File: src/rtl/dfw_regs.vh
// dfw_regs.vh: select-word bit positions, fault and warning codes.
// assumes the includer only reads these macros; no logic is held here.
`ifndef DFW_REGS_VH
`define DFW_REGS_VH

// ****************************************
// select word bit positions
// ****************************************
`define DFW_FS1_CLOOP_BIT    8
`define DFW_FS1_PORT1_BIT    9
`define DFW_FS2_FDBK_BIT     0
`define DFW_FS2_EXTFLT_BIT   6
`define DFW_FS2_PLIM_BIT     9
`define DFW_FS2_MLIM_BIT     10
`define DFW_WS1_CLOOP_BIT    8
`define DFW_WS2_FDBK_BIT     0
`define DFW_WS2_EXTFLT_BIT   6
`define DFW_WS2_PLIM_BIT     9
`define DFW_WS2_MLIM_BIT     10

// ****************************************
// reset values of the select words
// ****************************************
`define DFW_SEL_RESET        16'h0000

// ****************************************
// fault and warning codes (decimal as displayed)
// ****************************************
`define DFW_CODE_NONE        16'd0
`define DFW_SF_CLOOP         16'd3040
`define DFW_SF_PLIM          16'd3057
`define DFW_SF_MLIM          16'd3058
`define DFW_SF_FDBK          16'd5048
`define DFW_SF_EXTFLT        16'd5054
`define DFW_SF_PORT1         16'd6041
`define DFW_WN_CLOOP         16'd3072
`define DFW_WN_PLIM          16'd3089
`define DFW_WN_MLIM          16'd3090
`define DFW_WN_FDBK          16'd5080
`define DFW_WN_EXTFLT        16'd5086

`endif

File: src/rtl/dfw_sync.v
// dfw_sync.v: two-flop synchroniser for a group of pin-level inputs.
// assumes inputs are asynchronous levels; output lags by two clocks.
`default_nettype none

module dfw_sync #(
   parameter W = 1
) (
   input  wire         clk,   // system clock
   input  wire         srst,  // sync reset, high
   input  wire [W-1:0] d,     // async levels
   output wire [W-1:0] q      // synchronised levels
);

   reg [W-1:0] meta_r;
   reg [W-1:0] sync_r;

   always @(posedge clk) begin
      if (srst) begin
         meta_r <= {W{1'b0}};
         sync_r <= {W{1'b0}};
      end else begin
         meta_r <= d;
         sync_r <= meta_r;
      end
   end

   assign q = sync_r;

endmodule

`default_nettype wire

File: src/rtl/dfw_reporter.v
// dfw_reporter.v: drive fault and warning reporter.
// assumes condition pins are asynchronous; select words and clears come
// from logic on clk.
//
// Behaviour
// current-loop loss, fsel1 bit8: soft fault 03040
// current-loop loss, wsel1 bit8: warning 03072
// parameter limit, fsel2 bit9: fault 03057
// math limit, fsel2 bit10: fault 03058
// parameter limit, wsel2 bit9: warning 03089
// math limit, wsel2 bit10: warning 03090
// feedback loss, fsel2 bit0: fault 05048
// feedback loss, wsel2 bit0: warning 05080
// external fault open, fsel2 bit6: fault 05054
// external fault open, wsel2 bit6: warning 05086
// port1 lost, mask set, fsel1 bit9: 06041
// cleared select bit suppresses that report
// codes latched until clear or reset
`default_nettype none
`include "dfw_regs.vh"

module dfw_reporter (
   input  wire        clk,                    // 25 MHz system clock
   input  wire        srst,                   // sync reset, high
   input  wire        current_loop_loss,      // current-loop input lost (pin)
   input  wire        param_limit,            // parameter-limit event (pin)
   input  wire        math_limit,             // math-limit event (pin)
   input  wire        fdbk_loss,              // speed feedback lost (pin)
   input  wire        ext_fault_open,         // external fault input open (pin)
   input  wire        port_one_adapter_lost,  // port 1 adapter gone (pin)
   input  wire        port_one_mask,          // logic mask bit for port 1
   input  wire [15:0] fault_sel1,             // first fault-select word
   input  wire [15:0] fault_sel2,             // second fault-select word
   input  wire [15:0] warn_sel1,              // first warning-select word
   input  wire [15:0] warn_sel2,              // second warning-select word
   input  wire        fault_clr,              // pulse: clear latched faults
   input  wire        warn_clr,               // pulse: clear latched warnings
   output wire [5:0]  fault_act,              // live enabled fault conditions
   output wire [4:0]  warn_act,               // live enabled warnings
   output reg  [5:0]  fault_stat_r,           // sticky fault bits
   output reg  [4:0]  warn_stat_r,            // sticky warning bits
   output reg  [15:0] fault_code_r,           // first latched fault code
   output reg  [15:0] warn_code_r,            // first latched warning code
   output wire        soft_fault,             // any fault latched
   output wire        warning                 // any warning latched
);

   // ****************************************
   // input synchronisation
   // ****************************************
   wire [5:0] cond_s;
   wire       cloop_s;
   wire       plim_s;
   wire       mlim_s;
   wire       fdbk_s;
   wire       ext_s;
   wire       port1_s;

   dfw_sync #(.W(6)) u_sync (
      .clk  (clk),
      .srst (srst),
      .d    ({port_one_adapter_lost, ext_fault_open, fdbk_loss,
              math_limit, param_limit, current_loop_loss}),
      .q    (cond_s)
   );

   assign cloop_s = cond_s[0];
   assign plim_s  = cond_s[1];
   assign mlim_s  = cond_s[2];
   assign fdbk_s  = cond_s[3];
   assign ext_s   = cond_s[4];
   assign port1_s = cond_s[5];

   // ****************************************
   // condition gating by select words
   // ****************************************
   // fault bits: 0 cloop, 1 plim, 2 mlim, 3 fdbk, 4 ext, 5 port1
   assign fault_act[0] = cloop_s & fault_sel1[`DFW_FS1_CLOOP_BIT];
   assign fault_act[1] = plim_s  & fault_sel2[`DFW_FS2_PLIM_BIT];
   assign fault_act[2] = mlim_s  & fault_sel2[`DFW_FS2_MLIM_BIT];
   assign fault_act[3] = fdbk_s  & fault_sel2[`DFW_FS2_FDBK_BIT];
   assign fault_act[4] = ext_s   & fault_sel2[`DFW_FS2_EXTFLT_BIT];
   // port mask is internal logic, not a pin, so it is read directly
   assign fault_act[5] = port1_s & port_one_mask
                         & fault_sel1[`DFW_FS1_PORT1_BIT];

   // warning bits: 0 cloop, 1 plim, 2 mlim, 3 fdbk, 4 ext
   assign warn_act[0] = cloop_s & warn_sel1[`DFW_WS1_CLOOP_BIT];
   assign warn_act[1] = plim_s  & warn_sel2[`DFW_WS2_PLIM_BIT];
   assign warn_act[2] = mlim_s  & warn_sel2[`DFW_WS2_MLIM_BIT];
   assign warn_act[3] = fdbk_s  & warn_sel2[`DFW_WS2_FDBK_BIT];
   assign warn_act[4] = ext_s   & warn_sel2[`DFW_WS2_EXTFLT_BIT];

   // ****************************************
   // code selection
   // ****************************************
   // lowest bit wins when several conditions arrive together
   reg [15:0] fault_new;
   reg [15:0] warn_new;

   always @* begin
      fault_new = `DFW_CODE_NONE;
      if (fault_act[0])
         fault_new = `DFW_SF_CLOOP;
      else if (fault_act[1])
         fault_new = `DFW_SF_PLIM;
      else if (fault_act[2])
         fault_new = `DFW_SF_MLIM;
      else if (fault_act[3])
         fault_new = `DFW_SF_FDBK;
      else if (fault_act[4])
         fault_new = `DFW_SF_EXTFLT;
      else if (fault_act[5])
         fault_new = `DFW_SF_PORT1;
   end

   always @* begin
      warn_new = `DFW_CODE_NONE;
      if (warn_act[0])
         warn_new = `DFW_WN_CLOOP;
      else if (warn_act[1])
         warn_new = `DFW_WN_PLIM;
      else if (warn_act[2])
         warn_new = `DFW_WN_MLIM;
      else if (warn_act[3])
         warn_new = `DFW_WN_FDBK;
      else if (warn_act[4])
         warn_new = `DFW_WN_EXTFLT;
   end

   // ****************************************
   // latched status
   // ****************************************
   // set beats clear: an event in the clear cycle stays latched
   reg [5:0]  fault_stat_nxt;
   reg [4:0]  warn_stat_nxt;
   reg [15:0] fault_code_nxt;
   reg [15:0] warn_code_nxt;

   always @* begin
      fault_stat_nxt = (fault_clr ? 6'h00 : fault_stat_r) | fault_act;
      warn_stat_nxt  = (warn_clr ? 5'h00 : warn_stat_r) | warn_act;
      fault_code_nxt = fault_clr ? `DFW_CODE_NONE : fault_code_r;
      warn_code_nxt  = warn_clr ? `DFW_CODE_NONE : warn_code_r;
      // keep the first code; a later one does not overwrite it
      if (fault_code_nxt == `DFW_CODE_NONE)
         fault_code_nxt = fault_new;
      if (warn_code_nxt == `DFW_CODE_NONE)
         warn_code_nxt = warn_new;
   end

   always @(posedge clk) begin
      if (srst) begin
         fault_stat_r <= 6'h00;
         warn_stat_r  <= 5'h00;
         fault_code_r <= `DFW_CODE_NONE;
         warn_code_r  <= `DFW_CODE_NONE;
      end else begin
         fault_stat_r <= fault_stat_nxt;
         warn_stat_r  <= warn_stat_nxt;
         fault_code_r <= fault_code_nxt;
         warn_code_r  <= warn_code_nxt;
      end
   end

   assign soft_fault = |fault_stat_r;
   assign warning    = |warn_stat_r;

endmodule

`default_nettype wire

File: config.mk
export PLATFORM = sky130hd
export DESIGN_NAME = dfw_reporter
export DESIGN_NICKNAME = d
export VERILOG_FILES = /design/src/rtl/dfw_sync.v /design/src/rtl/dfw_reporter.v
export VERILOG_INCLUDE_DIRS = /design/src /design/src/rtl
export SDC_FILE = /design/constraint.sdc
export NUM_CORES = 1
export LEC_CHECK = 0
export BUFFER_PORTS_ARGS = -buffer_cell sky130_fd_sc_hd__buf_2
export CELL_PAD_IN_SITES_DETAIL_PLACEMENT = 0
export CELL_PAD_IN_SITES_GLOBAL_PLACEMENT = 1
export CORE_UTILIZATION = 32
export CTS_BUF_LIST = sky130_fd_sc_hd__clkbuf_8
export CTS_CLUSTER_SIZE = 14
export DETAILED_ROUTE_END_ITERATION = 6
export PLACE_DENSITY_LB_ADDON = 0.1
export SETUP_SLACK_MARGIN = 0.1
export SYNTH_ARGS = -nofsm -noshare
export SYNTH_HDL_FRONTEND = slang
export SYNTH_SLANG_ARGS = --single-unit
File: constraint.sdc
create_clock -name clk -period 2.7 [get_ports clk]
set_clock_uncertainty 0.15 [all_clocks]
set_input_delay 0.54 -clock clk [delete_from_list [all_inputs] [get_ports clk]]
set_output_delay 0.54 -clock clk [all_outputs]
set_load 0.005 [all_outputs]
==> impl_metrics.toml, run 1 <==
[run_status]
status = "finished, final reports clean"

[clocking]
clk_latency_ps = 300
cts_tree = "built"
cts_root_buf = "clkbuf_8"
ctsHoldBuffers = 0
clk_path_buf_depth = 2
htreeDepth = 2
cts_made_buffers = 5
cts_resized = 0
path_clk_slew_ps = 90
clkSinkCount = 55
cts_setup_buffers = 0

[place]
dp_hpwl_mm = 3.62
io_buffers = 77
dp_cells = 359
gp_congestion = 0.674

[layout]
syn2layout_area_growth_pct = 25.7
finalNonFillerCells = 367
drive_above_1_share_pct = 29.8
diodes = 0
num-nets-final = 366

[pwr]
ir_worst_vdd_v = 0.000283
power.total_mw = 1.48
power.density_nw_per_um2 = 596
leakage_nw = 1.26

[sta]
drv_slew = 0
setup_viol = 0
tns_ps = 0
clock.fmax_ghz = 0.542
fin_crit_sh_pct = 68.4
rsz0062_at_grt = "false"
max_slew.worst_pin.slew_ps = 521
fin_crit_ps = 1850
maxSlewHeadroom_pct = 65.3
finalHoldViolations = 0

[worst_hold_path]
hold_end = "u_sync.meta_r[2]"
min_from = "math_limit"
hold_class = "input port to flip-flop"
min_path_cells = 2

[detailed_routing]
viasPerCell = 4.84
drtIter0Drc = 69
wl_per_cell_um = 13.3
firstDrtPassIters = 4
vias = 1775
ant_nets = 0
drc = 0
routed_wl_mm = 4.88

[synthesis]
synth_nets = 289
yosys_register_bits = 55
synth_cell_types = 31
yosysTopAreaCell = "dfxtp_1"
synth_area_leaders = "dfxtp_1 (56%), a21oi_1 (5.8%), nand2_1 (5.7%)"
yosysSeqAreaShare_pct = 55.7
synth_top_area_share_pct = 55.7
syn_inst = 214
postSynthAreaPerCell_um2 = 9.23
synth_area_um2 = 1980
yosys_warnings = 0

[global_routing]
grt_use_total_pct = 15.6
grt_pass1_vias = 1577
grt_overflow = 0
grt_max_degree = 27
antenna_found_initial = 0
grt_pass1_wl_mm = 7.71

[die]
die_w_um = 80.6
rows = 28
io_pins = 131
core_um2 = 5920
initial_core_util_pct = 33.4
die_y_um = 80.6
dieArea_um2 = 6490

[setup_path]
critPathLaunchType = "flip-flop"
crit_fanout = 15
timing.rr.end = "fault_code_r[10]"
r2r_cells = 4
crit_type = "flip-flop to flip-flop"
regToRegStartpoint = "fault_code_r[2]"
startpoint = "fault_code_r[2]"
cp.arrival_ps = 1920
crit_path_end_kind = "flip-flop"
required_ps = 2770
r2r_setup_slack_ps = 850

[run]
cap_violations = 0
## through the flow
stage / hold slack, ps / worst slack [ps] / area (µm²) / util [%]
after floorplan: 264 / 1130 / 1980 / -
after global placement: 265 / 743 / 2400 / 40.6
after detailed placement: 273 / 793 / 2400 / 40.6
after CTS: 280 / 840 / 2480 / 41.9
after global routing: 284 / 726 / 2480 / 41.9
final: 292 / 854 / 2480 / 41.9
## logic make-up (layout without fill, tap and decap cells)
family / Yosys count / in the layout / share of synthesized area [%]
flip-flops: 55 / 55 / 55.7
AO/OA/AOI/OAI: 52 / 52 / 17.5
AND/OR/NAND/NOR: 87 / 87 / 21.4
buffers and inverters: 20 / 98 / 5.32
## cells in the mapped netlist (all sizes together)
cell and count:
a311oi 1, a22oi 5, clkbuf 4, inv 12
nor4 9, a32oi 2, and3 1, buf 4
and4 1, dfxtp 55, nor2 15, and2 9
o2111ai 2, nand4 1, a22o 1, nand2 30
a31oi 1, o41ai 1, a21oi 24, nor3 3
o21ai 4, a41oi 1, o311ai 1, a211oi 2
a41o 2, a21o 5, nand3 6, nor2b 12
## metal layers
layer  routed length (µm)  GRT usage, %  share of wire (%)  vias to the layer above
li1                     -             -                  -                      898
met1                 2480          22.0                 51                      821
met2                 2010          21.6                 41                       51
met3                  335          5.11                6.9                        5
met4                   56          5.71                1.1                        0
met5                    0             0                  0                        -
## sequential cells by signal, indices dropped and copies added (netlist names)
name           count
fault_code_r      16
fault_stat_r       6
u_sync.meta_r      6
u_sync.q           6
warn_code_r       16
warn_stat_r        5
## placed cells by master (no fill, tap or decap), types with 2 or more instances in the layout
cell type,Yosys,routed
nand2_1,30,30
and2_1,9,9
inv_1,12,14
dfxtp_1,55,55
a32oi_1,2,2
o21ai_0,4,4
a21oi_1,23,23
a211oi_1,2,2
clkbuf_8,0,5
buf_2,0,77
nand3_1,6,6
nor4_1,9,9
nor2_1,15,15
a22oi_1,5,5
a21o_1,5,5
nor3_1,3,3
nor2b_1,12,12
## report_power, final
group | total (mW) | internal [mW] | leakage [nW] | switching [mW]
Sequential | 0.872 | 0.847 | 0.449 | 0.0249
Combinational | 0.182 | 0.0783 | 0.765 | 0.103
Clock | 0.428 | 0.175 | 0.0505 | 0.252
## how the worst max path moves through the flow
stage	slack (ps)	cells after the start	to
after floorplan	1130	4	fault_code_r[4]
after global placement	740	5	fault_code_r[4]
after detailed placement	790	5	fault_code_r[4]
after CTS	840	4	fault_code_r[10]
after global routing	730	4	fault_code_r[4]
final	850	4	fault_code_r[10]
## cell type report
class                           instances  area, µm²
Fill cell                             639       3440
Sequential cell                        55       1100
Multi-Input combinational cell        139        769
Timing Repair Buffer                   78        393
Tap cell                               75       93.8
Clock buffer                            5       68.8
Inverter                               12       45.0
Clock inverter                          3       12.5
## worst max-delay path: stages (launching register included)
cell	delay [ps]
dfxtp_1	340
nor4_1	480
a41o_2	440
a32oi_1	150
a211oi_1	210
Power figures use the tool's default switching activity.
==> run 2: changes to the inputs <==
--- a/config.mk
+++ b/config.mk
@@ -9,7 +9,7 @@
 export BUFFER_PORTS_ARGS = -buffer_cell sky130_fd_sc_hd__buf_2
 export CELL_PAD_IN_SITES_DETAIL_PLACEMENT = 0
 export CELL_PAD_IN_SITES_GLOBAL_PLACEMENT = 1
-export CORE_UTILIZATION = 32
+export CORE_UTILIZATION = 30
 export CTS_BUF_LIST = sky130_fd_sc_hd__clkbuf_8
 export CTS_CLUSTER_SIZE = 14
 export DETAILED_ROUTE_END_ITERATION = 6
==> constraint.sdc (replaced) <==
create_clock -name clk -period 1.8 [get_ports clk]
set_clock_uncertainty 0.15 [all_clocks]
set_input_delay 0.36 -clock clk [delete_from_list [all_inputs] [get_ports clk]]
set_output_delay 0.36 -clock clk [all_outputs]
set_load 0.005 [all_outputs]
==> impl_metrics.toml, run 2 (synthesis results as in run 1) <==
[layout]
register_area_um2 = 1100
num-nets-final = 382
reg_top3 = "fault_code_r (16), warn_code_r (16)"
final_common_cell = "buf_2"
finalNonFillerCells = 385
multiInputGateArea_um2 = 877
diodes = 0
drive_above_1_share_pct = 37.3
fillers = 656
syn2layout_area_growth_pct = 37.2
mostFrequentLayoutCells = "buf_2 (77), dfxtp_1 (52), nand2_1 (29), a21oi_1 (23), buf_4 (16)"

[die]
dieArea_um2 = 6910
core_um2 = 6350
die_w_um = 83.2
initial_core_util_pct = 31.1
rows = 29
io_pins = 131
die_y_um = 83.2

[setup_path]
critPathLaunchType = "flip-flop"
cp.arrival_ps = 1160
required_ps = 1290
crit_type = "flip-flop to output pin"
crit_fanout = 2
crit_path_end_kind = "output pin"
crit_path_top_delay_cell = "dfxtp_2"
path_cells = "nor4_4 > nand2_1 > buf_2"
critPathMaxStageDelay_ps = 350

[worst_hold_path]
hold_class = "input port to flip-flop"

[pwr]
leakage_nw = 1.37
power.density_nw_per_um2 = 856
ir_worst_vdd_v = 0.000389

[sta]
clock.fmax_ghz = 0.598
fin_crit_sh_pct = 92.8
rsz0062_at_grt = "true"
max_slew.worst_pin.slew_ps = 493
tns_ps = 0
worst_slack_ps = 129
fin_crit_ps = 1670
drv_slew = 0
maxSlewHeadroom_pct = 67.0
finalHoldViolations = 0
setup_viol = 0

[detailed_routing]
wl_per_cell_um = 14.0
drc = 0
ant_nets = 0
firstDrtPassIters = 4
vias = 1822
drtIter0Drc = 118
viasPerCell = 4.73
routed_wl_mm = 5.40

[place]
dp_hpwl_mm = 3.92
io_buffers = 77
dpl_worst_slack_ps = 32.5
gp_congestion = 0.740
dp_cells = 375

[global_routing]
grt_pass1_wl_mm = 8.52
antenna_found_initial = 0
grt_max_degree = 32
grt_overflow = 0
grt_use_total_pct = 15.7
grt_pass1_vias = 1665

[clocking]
clk_latency_ps = 300
clk_path_buf_depth = 2
path_clk_slew_ps = 90
ctsHoldBuffers = 0
cts_root_buf = "clkbuf_8"
htreeDepth = 2
clkSinkCount = 55
cts_tree = "built"
cts_made_buffers = 5

[run_status]
status = "finished, final reports clean"

[run]
cap_violations = 0
run 2: cell types whose count changed in the layout (fill, tap and decap cells not counted):
| cell | delta |
|---|---|
| buf_4 | +15 |
| nor3_1 | -1 |
| dfxtp_2 | +3 |
| nand2_2 | +1 |
| a41o_4 | +1 |
| nor4_2 | +3 |
| nor4_1 | -7 |
| nand2_1 | -1 |
| nor3_2 | +1 |
| dfxtp_1 | -3 |
| nor4_4 | +4 |
run 2: path summary, 6_finish.rpt:
kind	end	slack [ps]	cells past startpoint	startpoint
min	u_sync.meta_r[3]	110	2	fdbk_loss
max reg2reg	fault_code_r[4]	210	4	fault_code_r[7]
max	soft_fault	130	3	fault_stat_r[5]
min reg2reg	u_sync.q[4]	280	1	u_sync.meta_r[4]
run 2: layout make-up:
cell class	instances	area share [%]
clock buffer	5	2.54
timing repair buffer	93	18.7
clock inverter	3	0.462
inverter	12	1.66
multi-input combinational	140	32.4
tap	77	3.55
sequential	55	40.8
run 2: what timing repair did:
item,CTS,global route
buffers inserted,1,0
setup endpoints to repair,15,27
hold endpoints to repair,0,0
pin swaps,2,4
gates resized for setup,6,11
gates cloned,0,1
run 2: where the power goes:
part / switching [mW] / internal (mW) / total, mW
combinational: 0.178 / 0.180 / 0.358
sequential: 0.0497 / 1.27 / 1.32
clock: 0.380 / 0.263 / 0.643
total: 0.608 / 1.71 / 2.32
run 2: stage by stage:
stage / utilization (%) / hold slack [ps] / cell area, µm² / power, mW
after global routing: 42.7 / 100 / 2710 / 2.46
after floorplan: - / 264 / 1980 / 1.50
after global placement: 39.5 / 267 / 2510 / 1.65
final: 42.7 / 107 / 2710 / 2.32
after detailed placement: 39.5 / 272 / 2510 / 1.65
after CTS: 41.4 / 99.7 / 2630 / 2.31
run 2: critical path: cells and delay by family (launching register included):
kind	cells	cell delay [ps]
and+or+nand+nor	2	370
buffers and inverters	1	130
DFF	1	350
run 2: routing by layer:
metal | share of wire, % | wire length [µm] | GRT usage, %
met3 | 7.7 | 416 | 5.67
met1 | 49 | 2660 | 22.9
met4 | 1.0 | 55 | 4.23
met2 | 42 | 2260 | 21.7
met5 | 0 | 0 | 0
==> run 3: changes to the inputs <==
--- a/config.mk
+++ b/config.mk
@@ -6,13 +6,13 @@
 export SDC_FILE = /design/constraint.sdc
 export NUM_CORES = 1
 export LEC_CHECK = 0
-export BUFFER_PORTS_ARGS = -buffer_cell sky130_fd_sc_hd__buf_2
 export CELL_PAD_IN_SITES_DETAIL_PLACEMENT = 0
 export CELL_PAD_IN_SITES_GLOBAL_PLACEMENT = 1
-export CORE_UTILIZATION = 30
+export CORE_UTILIZATION = 45
 export CTS_BUF_LIST = sky130_fd_sc_hd__clkbuf_8
 export CTS_CLUSTER_SIZE = 14
 export DETAILED_ROUTE_END_ITERATION = 6
+export DONT_BUFFER_PORTS = 1
 export PLACE_DENSITY_LB_ADDON = 0.1
 export SETUP_SLACK_MARGIN = 0.1
 export SYNTH_ARGS = -nofsm -noshare
==> impl_metrics.toml, run 3 (synthesis results as in run 1) <==
[die]
die_w_um = 68.3
die_y_um = 68.3
core_um2 = 4120
rows = 23
initial_core_util_pct = 48.0
dieArea_um2 = 4660
io_pins = 131

[sta]
hold_ws_ps = 35.1
drv_slew = 0
fin_crit_ps = 1650
max_slew.worst_pin.slew_ps = 480
tns_ps = 0
finalHoldViolations = 0
fin_crit_sh_pct = 91.6
setup_viol = 0
rsz0062_at_grt = "true"
maxSlewHeadroom_pct = 67.9
clock.fmax_ghz = 0.606

[detailed_routing]
viasPerCell = 5.81
vias = 1610
firstDrtPassIters = 4
ant_nets = 0
wl_per_cell_um = 16.9
drtIter0Drc = 102
drc = 0
routed_wl_mm = 4.69

[run]
cap_violations = 0

[clocking]
cts_made_buffers = 5
cts_root_buf = "clkbuf_8"
clk_latency_ps = 300
cts_tree = "built"
clkSinkCount = 55
htreeDepth = 2
clk_path_buf_depth = 2
path_clk_slew_ps = 90

[layout]
reg_top3 = "fault_code_r (16), warn_code_r (16)"
final_common_cell = "dfxtp_1"
diodes = 0
final_area_um2 = 2300
finalCoreUtilization_pct = 55.9
drive_above_1_share_pct = 14.5
mostFrequentLayoutCells = "dfxtp_1 (55), nand2_1 (30), a21oi_1 (23), nor2_1 (15)"
num-nets-final = 301
syn2layout_area_growth_pct = 16.5

[setup_path]
timing.rr.end = "warn_code_r[8]"
crit_path_top_delay_cell = "dfxtp_1"
critPathMaxStageDelay_ps = 370
critPathLaunchType = "flip-flop"
crit_fanout = 5
setup.worst_path.end = "warn_code_r[8]"
required_ps = 1900
regToRegStartpoint = "warn_code_r[2]"
crit_type = "flip-flop to flip-flop"
r2r_setup_slack_ps = 150
r2r_cells = 4
crit_path_end_kind = "flip-flop"
path_cells = "nor4_2 > a41o_1 > and4_1 > a21o_1"
cp.arrival_ps = 1750
startpoint = "warn_code_r[2]"

[global_routing]
grt_overflow = 0
grt_pass1_wl_mm = 6.73
antenna_found_initial = 0
grt_max_degree = 42
grt_pass1_vias = 1353
grt_use_total_pct = 19.9

[pwr]
pwr-share-comb_pct = 11.8
p_clk_share_pct = 33.9
ir_worst_vdd_v = 0.000636
p_int_mw = 1.85
power.density_nw_per_um2 = 1060
leakage_nw = 0.982
p_switching_mw = 0.584
seqPwrFrac_pct = 54.3
p_sw_share_pct = 24.0

[worst_hold_path]
hold_class = "input port to flip-flop"
min_path_cells = 1

[place]
dp_hpwl_mm = 3.26
io_buffers = 0
gp_congestion = 0.812
place_area_um2 = 2050

[run_status]
status = "finished, final reports clean"
run 3: cell types whose count changed in the layout (fill, tap and decap cells not counted), sizes merged:
cell / change
bufinv: +1
inv: -2
clkbuf: +1
buf: -81
run 3: how the worst min path moves through the flow:
| stage | slack [ps] | end | start |
|---|---|---|---|
| final | 40 | u_sync.meta_r[5] | port_one_adapter_lost |
| after floorplan | 260 | u_sync.q[0] | u_sync.meta_r[0] |
| after detailed placement | 270 | u_sync.q[1] | u_sync.meta_r[1] |
| after global routing | 20 | u_sync.meta_r[5] | port_one_adapter_lost |
| after global placement | 280 | u_sync.q[0] | u_sync.meta_r[0] |
| after CTS | 20 | u_sync.meta_r[5] | port_one_adapter_lost |
run 3: repair_timing:
action | CTS | global route
setup endpoints to repair | 12 | 17
hold buffers | 1 | 0
gates cloned | 0 | 1
pin swaps | 0 | 5
endpoints found under the hold margin | 41 | 0
resized for setup | 5 | 9
buffers inserted | 1 | 0
run 3: layout make-up:
| cell class | count | area, µm² |
|---|---|---|
| sequential | 55 | 1100 |
| fill | 374 | 1810 |
| timing repair buffer | 12 | 103 |
| clock buffer | 6 | 82.6 |
| multi-input combinational | 140 | 872 |
| clock inverter | 2 | 35.0 |
| inverter | 12 | 45.0 |
| tap | 50 | 62.6 |
run 3: power groups by stage:
stage                     clock [mW]  combinational [mW]  sequential, mW
after floorplan                    0               0.172            1.33
after global routing           0.896               0.312            1.33
after global placement             0               0.212            1.34
final                          0.827               0.287            1.32
after CTS                      0.854               0.255            1.32
after detailed placement           0               0.217            1.34
run 3: routing by layer:
metal	global-route usage, %	vias to the layer above	wire [µm]
li1	-	772	-
met1	27.6	757	2150
met5	0	-	0
met4	8.07	0	51
met3	6.67	4	419
met2	27.8	77	2060
run 3: worst max-delay path, delay by kind of cell, from the launching register on:
| family | cells | cell delay, ps |
|---|---|---|
| AO/OA/AOI/OAI | 2 | 420 |
| AND/OR/NAND/NOR | 2 | 660 |
| flip-flops | 1 | 370 |
run 3: through the flow:
step	power, mW	worst slack (ps)	instances
5_1_grt	2.54	55.4	277
4_1_cts	2.43	103	276
2_1_floorplan	1.50	306	214
3_5_place_dp	1.56	7.97	266
6_report	2.44	151	277
3_3_place_gp	1.55	54.4	266
